==> config.mk <==
export PLATFORM = sky130hd
export DESIGN_NAME = rxc_core
export DESIGN_NICKNAME = d
export VERILOG_FILES = /design/src/rxc_pkg.sv /design/src/rxc_cal_engine.sv /design/src/rxc_core.sv
export SDC_FILE = /design/constraint.sdc
export NUM_CORES = 1
export LEC_CHECK = 0
export BUFFER_PORTS_ARGS = -buffer_cell sky130_fd_sc_hd__buf_2
export CORE_ASPECT_RATIO = 1.1
export CORE_MARGIN = 2
export CORE_UTILIZATION = 65
export DETAILED_ROUTE_END_ITERATION = 6
export PLACE_DENSITY = 0.85
export SLEW_MARGIN = 30
export SYNTH_ARGS = -nofsm -noshare
export SYNTH_HDL_FRONTEND = slang
export SYNTH_SLANG_ARGS = --single-unit
==> constraint.sdc <==
create_clock -name core_clk -period 8.2 [get_ports core_clk]
set_clock_uncertainty 0.1 [all_clocks]
set_input_delay 0.41 -clock core_clk [delete_from_list [all_inputs] [get_ports core_clk]]
set_output_delay 0.41 -clock core_clk [all_outputs]
set_load 0.05 [all_outputs]
==> src/rxc_pkg.sv <==
package rxc_pkg;
	// Serial frame
	localparam int FRAME_BITS = 16;
	localparam int READ_MIN_BITS = 8;
	localparam logic [3:0] CMD_NOP = 4'h0;
	localparam logic [3:0] CMD_WRITE = 4'h1;
	localparam logic [3:0] CMD_READ = 4'h2;
	localparam logic [3:0] CMD_MRESET = 4'h3;

	// Register offsets
	localparam logic [3:0] ADDR_POWER = 4'h0;
	localparam logic [3:0] ADDR_CONFIG = 4'h1;
	localparam logic [3:0] ADDR_CONTROL = 4'h2;
	localparam logic [3:0] ADDR_DIVISOR = 4'h3;
	localparam logic [3:0] ADDR_SLEEP_HI = 4'h4;
	localparam logic [3:0] ADDR_SLEEP_LO = 4'h5;
	localparam logic [3:0] ADDR_HOST_WAKE = 4'h6;
	localparam logic [3:0] ADDR_SETTLE_HI = 4'h7;
	localparam logic [3:0] ADDR_SETTLE_LO = 4'h8;
	localparam logic [3:0] ADDR_STATUS = 4'h9;
	localparam logic [3:0] ADDR_DWELL = 4'ha;

	// Field positions
	localparam int CFG_DRX = 0;
	localparam int CFG_PS_LO = 1;
	localparam int CFG_FSK_PREC = 5;
	localparam int CTL_FSK_CAL = 0;
	localparam int CTL_POLL_CAL = 1;
	localparam int PWR_FSK_BB = 4;
	localparam int ST_LOCK = 7;
	localparam int ST_AGC = 6;
	localparam int ST_CLK_ALIVE = 5;
	localparam int ST_POLL_DONE = 1;
	localparam int ST_FSK_DONE = 0;
	localparam int DWELL_BITS = 5;

	// Values after reset
	localparam logic [7:0] RST_POWER = 8'h00;
	localparam logic [7:0] RST_CONFIG = 8'h40;
	localparam logic [7:0] RST_CONTROL = 8'h00;
	localparam logic [7:0] RST_ZERO = 8'h00;
	localparam logic [7:0] RST_DWELL = 8'h0d;

	// Timing, in ticks of the 100 kHz reference
	localparam int REF_HZ = 100000;
	localparam int HOST_WAKE_UNIT_US = 120;
	localparam int HOST_WAKE_TICKS = HOST_WAKE_UNIT_US * REF_HZ / 1000000;
	localparam int SLEEP_BASE_0 = 12;
	localparam int SLEEP_BASE_1 = 48;
	localparam int SLEEP_BASE_2 = 192;
	localparam int SLEEP_BASE_3 = 768;
	localparam int POLL_CAL_TICKS = 256;
	localparam int FSK_CAL_FAST_TICKS = 64;
	localparam int FSK_CAL_FULL_TICKS = 512;
endpackage

==> src/rxc_cal_engine.sv <==
`timescale 1ns/1ps
module rxc_cal_engine #(
	parameter int SHORT_TICKS = 64,
	parameter int LONG_TICKS = 512
) (
	input wire logic core_clk,
	input wire logic reset,
	input wire logic run,
	input wire logic long_sel,
	input wire logic ref_tick,
	output logic busy,
	output logic done
);
	logic [15:0] count;
	logic [15:0] target;

	always_ff @(posedge core_clk) begin
		if (reset) begin
			busy <= 1'b0;
			done <= 1'b0;
			count <= 16'h0000;
			target <= 16'h0000;
		end else begin
			done <= 1'b0;
			if (!busy) begin
				// Done blocks a restart while the start bit is being cleared
				if (run && !done) begin
					busy <= 1'b1;
					count <= 16'h0000;
					target <= long_sel ? 16'(LONG_TICKS) : 16'(SHORT_TICKS);
				end
			end else if (ref_tick) begin
				if (count + 16'h0001 >= target) begin
					busy <= 1'b0;
					done <= 1'b1;
				end
				count <= count + 16'h0001;
			end
		end
	end
endmodule

==> src/rxc_core.sv <==
`timescale 1ns/1ps
module rxc_core (
	input wire logic core_clk,
	input wire logic reset,
	input wire logic cs_n,
	input wire logic sclk,
	input wire logic serial_data_line_in,
	output logic serial_data_line_out,
	output logic serial_data_line_drive_n,
	input wire logic agc_above_threshold,
	input wire logic pll_lock,
	input wire logic crystal_alive,
	output logic [7:0] power_enables,
	output logic [7:0] device_configuration,
	output logic [7:0] calibration_and_tracking_control,
	output logic low_noise_amplifier_high_gain,
	output logic image_reject_ref,
	output logic rf_sections_on,
	output logic peak_detectors_on,
	output logic data_outputs_on
);
	typedef enum logic [2:0] {
		SEQ_IDLE = 3'b000,
		SEQ_SLEEP = 3'b001,
		SEQ_HOST_WAKE = 3'b010,
		SEQ_SETTLE = 3'b011,
		SEQ_ACTIVE = 3'b100
	} rxc_seq_e;

	logic [2:0] cs_sync, sclk_sync, sdl_sync, agc_sync;
	logic [1:0] lock_sync, alive_sync;
	logic [7:0] crystal_divisor, sleep_interval_high, sleep_interval_low, host_wake_interval;
	logic [7:0] rf_settle_interval_high, rf_settle_interval_low, gain_hold_duration;
	logic poll_timer_cal_complete, fsk_cal_complete;
	logic mreset_hold, soft_rst;
	logic [15:0] shift_in;
	logic [4:0] bit_count;
	logic read_pending, read_active;
	logic [7:0] shift_out;
	logic [7:0] div_count;
	logic ref_tick;
	logic [31:0] dwell_count;
	logic poll_busy, poll_done, fsk_busy, fsk_done;
	logic auto_cal;
	rxc_seq_e seq_state;
	logic [15:0] unit_count, base_count, seq_target, base_target;
	logic host_held, seq_drive_low;
	logic [2:0] own_pull_hist;
	logic cs_n_s, sclk_s, sdl_s, agc_s, cs_rise, cs_fall, sclk_rise, sclk_fall;
	logic [3:0] frame_cmd, frame_addr;
	logic [7:0] frame_data;
	logic write_strobe;
	logic [7:0] receiver_status;
	logic fsk_cal_precision, duty_cycled_receive;

	// Pin synchronisers: stage 0 feeds stage 1 only
	always_ff @(posedge core_clk) begin
		if (reset) begin
			cs_sync <= 3'h7;
			sclk_sync <= 3'h0;
			sdl_sync <= 3'h0;
			agc_sync <= 3'h0;
			lock_sync <= 2'h0;
			alive_sync <= 2'h0;
		end else begin
			cs_sync <= {cs_sync[1:0], cs_n};
			sclk_sync <= {sclk_sync[1:0], sclk};
			sdl_sync <= {sdl_sync[1:0], serial_data_line_in};
			agc_sync <= {agc_sync[1:0], agc_above_threshold};
			lock_sync <= {lock_sync[0], pll_lock};
			alive_sync <= {alive_sync[0], crystal_alive};
		end
	end

	assign cs_n_s = cs_sync[1];
	assign sclk_s = sclk_sync[1];
	assign sdl_s = sdl_sync[1];
	assign agc_s = agc_sync[1];
	assign cs_rise = cs_sync[1] && !cs_sync[2];
	assign cs_fall = !cs_sync[1] && cs_sync[2];
	assign sclk_rise = sclk_sync[1] && !sclk_sync[2];
	assign sclk_fall = !sclk_sync[1] && sclk_sync[2];
	assign frame_cmd = shift_in[15:12];
	assign frame_addr = shift_in[11:8];
	assign frame_data = shift_in[7:0];
	assign write_strobe = cs_rise && bit_count >= 5'(rxc_pkg::FRAME_BITS) && frame_cmd == rxc_pkg::CMD_WRITE;
	assign soft_rst = reset || mreset_hold;
	assign fsk_cal_precision = device_configuration[rxc_pkg::CFG_FSK_PREC];
	assign duty_cycled_receive = device_configuration[rxc_pkg::CFG_DRX];

	always_comb begin
		receiver_status = 8'h00;
		receiver_status[rxc_pkg::ST_LOCK] = lock_sync[1];
		receiver_status[rxc_pkg::ST_AGC] = low_noise_amplifier_high_gain;
		receiver_status[rxc_pkg::ST_CLK_ALIVE] = alive_sync[1];
		receiver_status[rxc_pkg::ST_POLL_DONE] = poll_timer_cal_complete;
		receiver_status[rxc_pkg::ST_FSK_DONE] = fsk_cal_complete;
	end

	function automatic logic [7:0] read_mux(input logic [3:0] a);
		unique case (a)
			rxc_pkg::ADDR_POWER: read_mux = power_enables;
			rxc_pkg::ADDR_CONFIG: read_mux = device_configuration;
			rxc_pkg::ADDR_CONTROL: read_mux = calibration_and_tracking_control;
			rxc_pkg::ADDR_DIVISOR: read_mux = crystal_divisor;
			rxc_pkg::ADDR_SLEEP_HI: read_mux = sleep_interval_high;
			rxc_pkg::ADDR_SLEEP_LO: read_mux = sleep_interval_low;
			rxc_pkg::ADDR_HOST_WAKE: read_mux = host_wake_interval;
			rxc_pkg::ADDR_SETTLE_HI: read_mux = rf_settle_interval_high;
			rxc_pkg::ADDR_SETTLE_LO: read_mux = rf_settle_interval_low;
			rxc_pkg::ADDR_STATUS: read_mux = receiver_status;
			rxc_pkg::ADDR_DWELL: read_mux = gain_hold_duration;
			default: read_mux = 8'h00;
		endcase
	endfunction

	// Frame shifter; commands act when chip select rises
	always_ff @(posedge core_clk) begin
		if (reset) begin
			shift_in <= 16'h0000;
			bit_count <= 5'h00;
			read_pending <= 1'b0;
			read_active <= 1'b0;
			shift_out <= 8'h00;
			mreset_hold <= 1'b0;
		end else begin
			if (!cs_n_s) begin
				mreset_hold <= 1'b0;
			end
			if (cs_fall) begin
				bit_count <= 5'h00;
				read_active <= read_pending;
				read_pending <= 1'b0;
			end else if (!cs_n_s && sclk_rise) begin
				shift_in <= {shift_in[14:0], sdl_s};
				if (bit_count != 5'h1f) begin
					bit_count <= bit_count + 5'h01;
				end
			end
			if (read_active && !cs_n_s && sclk_fall) begin
				shift_out <= {shift_out[6:0], 1'b0};
			end
			if (cs_rise) begin
				read_active <= 1'b0;
				// Codes 0x0 and 0x4 to 0xF and short frames fall through
				if (bit_count >= 5'(rxc_pkg::READ_MIN_BITS) && frame_cmd == rxc_pkg::CMD_READ) begin
					read_pending <= 1'b1;
					shift_out <= read_mux(frame_addr);
				end
				if (bit_count >= 5'(rxc_pkg::READ_MIN_BITS) && frame_cmd == rxc_pkg::CMD_MRESET) begin
					mreset_hold <= 1'b1;
				end
			end
		end
	end

	// Writable registers; held at reset values during a master reset
	always_ff @(posedge core_clk) begin
		if (soft_rst) begin
			power_enables <= rxc_pkg::RST_POWER;
			device_configuration <= rxc_pkg::RST_CONFIG;
			crystal_divisor <= rxc_pkg::RST_ZERO;
			sleep_interval_high <= rxc_pkg::RST_ZERO;
			sleep_interval_low <= rxc_pkg::RST_ZERO;
			host_wake_interval <= rxc_pkg::RST_ZERO;
			rf_settle_interval_high <= rxc_pkg::RST_ZERO;
			rf_settle_interval_low <= rxc_pkg::RST_ZERO;
			gain_hold_duration <= rxc_pkg::RST_DWELL;
		end else if (write_strobe) begin
			unique case (frame_addr)
				rxc_pkg::ADDR_POWER: power_enables <= frame_data;
				rxc_pkg::ADDR_CONFIG: device_configuration <= frame_data;
				rxc_pkg::ADDR_DIVISOR: crystal_divisor <= frame_data;
				rxc_pkg::ADDR_SLEEP_HI: sleep_interval_high <= frame_data;
				rxc_pkg::ADDR_SLEEP_LO: sleep_interval_low <= frame_data;
				rxc_pkg::ADDR_HOST_WAKE: host_wake_interval <= frame_data;
				rxc_pkg::ADDR_SETTLE_HI: rf_settle_interval_high <= frame_data;
				rxc_pkg::ADDR_SETTLE_LO: rf_settle_interval_low <= frame_data;
				rxc_pkg::ADDR_DWELL: gain_hold_duration <= frame_data;
				default: ;
			endcase
		end
	end

	// Control register: start bits clear themselves on completion
	always_ff @(posedge core_clk) begin
		if (soft_rst) begin
			calibration_and_tracking_control <= rxc_pkg::RST_CONTROL;
		end else if (write_strobe && frame_addr == rxc_pkg::ADDR_CONTROL) begin
			calibration_and_tracking_control <= frame_data;
		end else begin
			if (poll_done) begin
				calibration_and_tracking_control[rxc_pkg::CTL_POLL_CAL] <= 1'b0;
			end
			if (fsk_done) begin
				calibration_and_tracking_control[rxc_pkg::CTL_FSK_CAL] <= 1'b0;
			end
		end
	end

	// Completion flags; a finish wins over the clear at a new start
	always_ff @(posedge core_clk) begin
		if (soft_rst) begin
			poll_timer_cal_complete <= 1'b0;
			fsk_cal_complete <= 1'b0;
		end else begin
			if (poll_done) begin
				poll_timer_cal_complete <= 1'b1;
			end else if (!poll_busy && calibration_and_tracking_control[rxc_pkg::CTL_POLL_CAL]) begin
				poll_timer_cal_complete <= 1'b0;
			end
			if (fsk_done) begin
				fsk_cal_complete <= 1'b1;
			end else if (!fsk_busy && calibration_and_tracking_control[rxc_pkg::CTL_FSK_CAL]) begin
				fsk_cal_complete <= 1'b0;
			end
		end
	end

	// Reference divider, one tick per divisor cycles; image reference toggles per tick
	always_ff @(posedge core_clk) begin
		if (soft_rst) begin
			div_count <= 8'h00;
			ref_tick <= 1'b0;
			image_reject_ref <= 1'b0;
		end else begin
			ref_tick <= 1'b0;
			if (crystal_divisor == 8'h00 || div_count + 8'h01 >= crystal_divisor) begin
				div_count <= 8'h00;
				ref_tick <= crystal_divisor != 8'h00;
			end else begin
				div_count <= div_count + 8'h01;
			end
			if (ref_tick) begin
				image_reject_ref <= !image_reject_ref;
			end
		end
	end

	// Gain hold: count 2^n clocks while below threshold
	always_ff @(posedge core_clk) begin
		if (soft_rst) begin
			dwell_count <= 32'h0000_0000;
			low_noise_amplifier_high_gain <= 1'b1;
		end else if (agc_s) begin
			dwell_count <= 32'h0000_0000;
			low_noise_amplifier_high_gain <= 1'b0;
		end else if (!low_noise_amplifier_high_gain) begin
			if (dwell_count + 32'h0000_0001 >= (32'h0000_0001 << gain_hold_duration[rxc_pkg::DWELL_BITS-1:0])) begin
				low_noise_amplifier_high_gain <= 1'b1;
			end
			dwell_count <= dwell_count + 32'h0000_0001;
		end
	end

	rxc_cal_engine #(
		.SHORT_TICKS(rxc_pkg::POLL_CAL_TICKS),
		.LONG_TICKS(rxc_pkg::POLL_CAL_TICKS)
	) poll_cal (
		.core_clk(core_clk),
		.reset(soft_rst),
		.run(calibration_and_tracking_control[rxc_pkg::CTL_POLL_CAL] || auto_cal),
		.long_sel(1'b1),
		.ref_tick(ref_tick),
		.busy(poll_busy),
		.done(poll_done)
	);

	rxc_cal_engine #(
		.SHORT_TICKS(rxc_pkg::FSK_CAL_FAST_TICKS),
		.LONG_TICKS(rxc_pkg::FSK_CAL_FULL_TICKS)
	) fsk_cal (
		.core_clk(core_clk),
		.reset(soft_rst),
		.run(calibration_and_tracking_control[rxc_pkg::CTL_FSK_CAL] || (auto_cal && power_enables[rxc_pkg::PWR_FSK_BB])),
		.long_sel(fsk_cal_precision),
		.ref_tick(ref_tick),
		.busy(fsk_busy),
		.done(fsk_done)
	);

	// Duty-cycled wake sequencer: sleep, host wake, RF settle, active
	always_ff @(posedge core_clk) begin
		if (soft_rst) begin
			seq_state <= SEQ_IDLE;
			unit_count <= 16'h0000;
			base_count <= 16'h0000;
			seq_target <= 16'h0000;
			base_target <= 16'h0000;
			own_pull_hist <= 3'h0;
			host_held <= 1'b0;
			seq_drive_low <= 1'b0;
			auto_cal <= 1'b0;
			rf_sections_on <= 1'b0;
			peak_detectors_on <= 1'b0;
			data_outputs_on <= 1'b0;
		end else begin
			auto_cal <= 1'b0;
			own_pull_hist <= {own_pull_hist[1:0], !serial_data_line_drive_n};
			if (ref_tick && seq_state != SEQ_IDLE && seq_state != SEQ_ACTIVE) begin
				if (base_count + 16'h0001 >= base_target) begin
					base_count <= 16'h0000;
					unit_count <= unit_count + 16'h0001;
				end else begin
					base_count <= base_count + 16'h0001;
				end
			end
			if (!duty_cycled_receive || !cs_n_s) begin
				seq_state <= SEQ_IDLE;
				seq_drive_low <= 1'b0;
				rf_sections_on <= !duty_cycled_receive;
				peak_detectors_on <= !duty_cycled_receive;
				data_outputs_on <= !duty_cycled_receive;
			end else begin
				unique case (seq_state)
					SEQ_IDLE: begin
						if (sdl_s) begin
							seq_state <= SEQ_SLEEP;
							unit_count <= 16'h0000;
							base_count <= 16'h0000;
							seq_target <= {sleep_interval_high, sleep_interval_low};
							unique case (device_configuration[rxc_pkg::CFG_PS_LO +: 2])
								2'h0: base_target <= 16'(rxc_pkg::SLEEP_BASE_0);
								2'h1: base_target <= 16'(rxc_pkg::SLEEP_BASE_1);
								2'h2: base_target <= 16'(rxc_pkg::SLEEP_BASE_2);
								2'h3: base_target <= 16'(rxc_pkg::SLEEP_BASE_3);
							endcase
							rf_sections_on <= 1'b0;
							peak_detectors_on <= 1'b0;
							data_outputs_on <= 1'b0;
						end
					end
					SEQ_SLEEP: begin
						if (unit_count >= seq_target) begin
							seq_state <= SEQ_HOST_WAKE;
							seq_drive_low <= 1'b1;
							auto_cal <= 1'b1;
							unit_count <= 16'h0000;
							base_count <= 16'h0000;
							base_target <= 16'(rxc_pkg::HOST_WAKE_TICKS);
							seq_target <= {8'h00, host_wake_interval};
						end
					end
					SEQ_HOST_WAKE: begin
						if (unit_count >= seq_target) begin
							seq_state <= SEQ_SETTLE;
							seq_drive_low <= 1'b0;
							host_held <= 1'b0;
							unit_count <= 16'h0000;
							base_count <= 16'h0000;
							base_target <= 16'h0001;
							seq_target <= {rf_settle_interval_high, rf_settle_interval_low};
							rf_sections_on <= 1'b1;
						end
					end
					SEQ_SETTLE: begin
						// Own wake pull must leave the synchroniser before a low counts as the host
						if (!sdl_s && own_pull_hist == 3'h0) begin
							host_held <= 1'b1;
						end
						if (unit_count >= seq_target) begin
							if (host_held || (!sdl_s && own_pull_hist == 3'h0)) begin
								seq_state <= SEQ_ACTIVE;
								peak_detectors_on <= 1'b1;
								data_outputs_on <= 1'b1;
							end else begin
								seq_state <= SEQ_IDLE;
								rf_sections_on <= 1'b0;
							end
						end
					end
					SEQ_ACTIVE: begin
						if (sdl_s) begin
							seq_state <= SEQ_IDLE;
							rf_sections_on <= 1'b0;
							peak_detectors_on <= 1'b0;
							data_outputs_on <= 1'b0;
						end
					end
					default: seq_state <= SEQ_IDLE;
				endcase
			end
		end
	end

	// Line driver: read data during the frame after a read, wake pull-low otherwise
	always_ff @(posedge core_clk) begin
		if (reset) begin
			serial_data_line_out <= 1'b0;
			serial_data_line_drive_n <= 1'b1;
		end else if (read_active && !cs_n_s) begin
			serial_data_line_out <= shift_out[7];
			serial_data_line_drive_n <= 1'b0;
		end else begin
			serial_data_line_out <= 1'b0;
			serial_data_line_drive_n <= !seq_drive_low;
		end
	end
endmodule

==> flow_summary.toml <==
[run_status]
status = "finished, final reports clean"

[die]
ioPinCount = 39
start_util_pct = 66.3
die_area_um2 = 23900
dieHeight_um = 162
core_region_area_um2 = 22200
die-width_um = 147
rows = 57

[detailed_routing]
drc = 0
routed-via-count = 13099
antenna_left = 0
routed_wl_um = 36500
dr.first_iter.drc_count = 1311
wire_per_inst_um = 17.4
viasPerCell = 6.23
dr.pass1.iters = 7

[cells_and_area]
areaGrowthSynthToFinish_pct = 8.88
final_layout_size_suffix_gt1_share_pct = 7.42
finalNonFillerCells = 2101
nets = 1870
insertedDiodeCount = 0

[setup_path]
crit_path_max_fanout = 14
r2r_start = "base_count[0]"
start_kind = "flop"
path_common_cell = "ha_1"
r2r_setup_slack_ns = 4.16
critPathRequiredTime_ns = 8.56
cpLargestDelayFamily = "simple AND/OR/NAND/NOR gates"
path_class = "flop to flop"
timing.rr.end = "base_count[1]"
crit_slowest_cell = "or4_1"
crit_chain = "ha_1, nand3_2, or2_2, xnor2_1, ha_1, or4_1, a211oi_1, or3_1, o211a_1, nand2b_1, nand3_1, a21oi_1"
worstSetupEndpointType = "flop"
max_stage_delay_ns = 0.52
r2r_cells = 12
crit_arrival_ns = 4.39
crit_buf_inv = 0

[clocking]
worstSkewPairLatency_ns = 0.54
htreeDepth = 1
cts-root-buf = "clkbuf_16"
cts_made_buffers = 28
clockBufferDepth = 3
post_cts_buffers = 0
cts_sinks = 276
clk_transition_reported_paths_ns = 0.06
cts_tree = "done"

[placed_design]
place_inst = 2045
numPortBuffers = 38
place.gp.congestion = 0.961
dp_hpwl_um = 24500

[power_and_ir_drop]
p_per_area_nw_per_um2 = 176
ir_worst_vdd_mv = 0.201
fin_total_pwr_mw = 2.82
leakage_nw = 6.15

[logic_synthesis]
syn-num-nets = 1894
syn_inst = 1809
synth_warnings = 0
yosysTopAreaCell = "dfxtp_1"
synthFlopType = "dfxtp_1"
ys_ff_latch = 276
synth_top_family_by_area = "simple AND/OR/NAND/NOR gates"
muxShareOfSynthArea_pct = 5.78
synthAdderAreaFrac_pct = 6.55
synth_cell_types = 79
yosys.area.top_type_share_pct = 37.5
yosysSeqAreaShare_pct = 37.5
synth_area_per_cell_um2 = 8.13
synth-xor-area-share_pct = 6.61
synth_compound_gate_area_share_pct = 13.8
synth-simple-area-share_pct = 25.5
synth_edf_count = 0
syn_area_um2 = 14700
synth_area_leaders = "dfxtp_1, ha_1, nor2_1"
async_reset_ff_share_pct = 0

[global_routing]
grt_usage_pct = 30.2
grt_max_degree = 71
grt_antenna_before_repair = 0
grt_pass1_vias = 12459
grt_pass1_wl_um = 60600
grt_overflow = 0

[timing]
relSlewSlack_pct = 40.4
setup_viol = 0
period_minus_slack_ns = 4.04
max_clock_freq_mhz = 248
slew_violations = 0
worstMarginPinSlew_ns = 0.892
period_share_pct = 49.3
hold_violations = 0
setup_tns_ns = 0
rsz0062_at_grt = "false"

[flow_run]
cap_violations = 0

[min_path]
hold_end = "lock_sync[0]"
hold_depth = 2
min-delay-start = "pll_lock"
holdCritPathClass = "input port to flop"
## logic make-up (layout without fill, tap and decap cells)
group | after synthesis | count (layout)
adder cells (fa/ha/maj) | 77 | 77
multiplexers | 83 | 83
AND/OR/NAND/NOR | 783 | 783
flip-flops | 276 | 276
XOR/XNOR | 111 | 111
AO/OA/AOI/OAI | 323 | 323
buffers and inverters | 156 | 153
## synthesized netlist by cell type (7+ instances only)
cell and count:
nand4_1 31, inv_1 47, xnor2_1 77, ha_1 77, o22ai_1 12, clkbuf_1 83, xor2_1 34, o21a_1 7
buf_1 7, mux2i_1 76, nand2b_1 19, o21ai_1 10, and3_1 30, or3_1 16, nor2_1 227, nor4_1 15
o21ai_0 51, a22oi_1 15, buf_2 16, nor3b_1 7, or2_2 11, a221oi_1 11, nand3_1 83, a211oi_1 15
nand2_1 219, a31oi_1 14, nor3_1 43, a21oi_1 123, a21o_1 16, nor2b_1 27, dfxtp_1 276, and2_1 15
## timing repair
action	4_1_cts	5_1_grt
resized for setup	0	0
hold buffers	5	0
hold endpoints to repair	5	0
## worst max path at each step
stage | cells after the start | slack (ns) | startpoint | end
finish | 12 | 4.16 | base_count[0] | base_count[1]
global route | 12 | 3.83 | base_count[0] | base_count[1]
CTS | 12 | 4.14 | base_count[0] | base_count[1]
detailed placement | 12 | 4.18 | base_count[0] | base_count[1]
global placement | 12 | 4.39 | base_count[0] | base_count[1]
floorplan | 15 | 4.94 | dwell_count[2] | low_noise_amplifier_high_gain
## per-stage QoR
| step | cell area, um2 | utilization (%) | setup slack, ns | hold WS (ns) |
|---|---|---|---|---|
| after global placement | 14900 | 67.3 | 4.39 | 0.292 |
| after detailed placement | 14900 | 67.3 | 4.18 | 0.301 |
| after CTS | 16000 | 72.2 | 4.14 | 0.0451 |
| after floorplan | 14700 | - | 4.94 | 0.289 |
| final | 16000 | 72.2 | 4.16 | 0.0540 |
| after global routing | 16000 | 72.2 | 3.83 | 0.0485 |
## routing by layer
layer | global-route usage [%] | part of all wire (%)
met1 | 38.8 | 42
met2 | 51.6 | 47
met3 | 4.66 | 7.1
met4 | 10.8 | 3.5
met5 | 0 | 0
## sequential cells by signal, summed over array words and instances, names as in the netlist, 16 cells and up
signal and cells:
base_count 16, dwell_count 32, fsk_cal.count 16, poll_cal.count 16, seq_target 16, shift_in 16, unit_count 16
## cells in the final DEF, fill, tap and decap left out, types with 19 or more instances in the layout
master | synthesis | final
nor2b_1 | 27 | 27
nand3_1 | 83 | 83
a21oi_1 | 123 | 123
inv_1 | 47 | 47
xor2_1 | 34 | 34
and3_1 | 30 | 30
clkbuf_16 | 0 | 29
ha_1 | 77 | 77
buf_2 | 16 | 38
nand2_1 | 219 | 219
nor3_1 | 43 | 42
nand2b_1 | 19 | 19
nand4_1 | 31 | 31
nor2_1 | 227 | 226
o21ai_0 | 51 | 51
mux2i_1 | 76 | 76
dfxtp_1 | 276 | 275
xnor2_1 | 77 | 77
## power by group
part / internal [mW] / switching (mW)
Clock: 0.886 / 0.536
Sequential: 1.34 / 0.00423
Combinational: 0.0106 / 0.0336
## worst reg2reg max path, delay by kind of cell (launching register included)
family,cells,cell delay [ns]
AO/OA/AOI/OAI,3,0.85
XOR/XNOR,1,0.14
adder cells (fa/ha/maj),2,0.49
flip-flops,1,0.44
AND/OR/NAND/NOR,6,1.95
## cell type report
cell class	count	area, um2
Tap cell	295	369
Clock buffer	39	823
Timing Repair Buffer	55	330
Inverter	47	176
Clock inverter	12	215
Sequential cell	276	5530
Multi-Input combinational cell	1377	8580
Fill cell	1615	6160
Power figures use the tool's default switching activity.
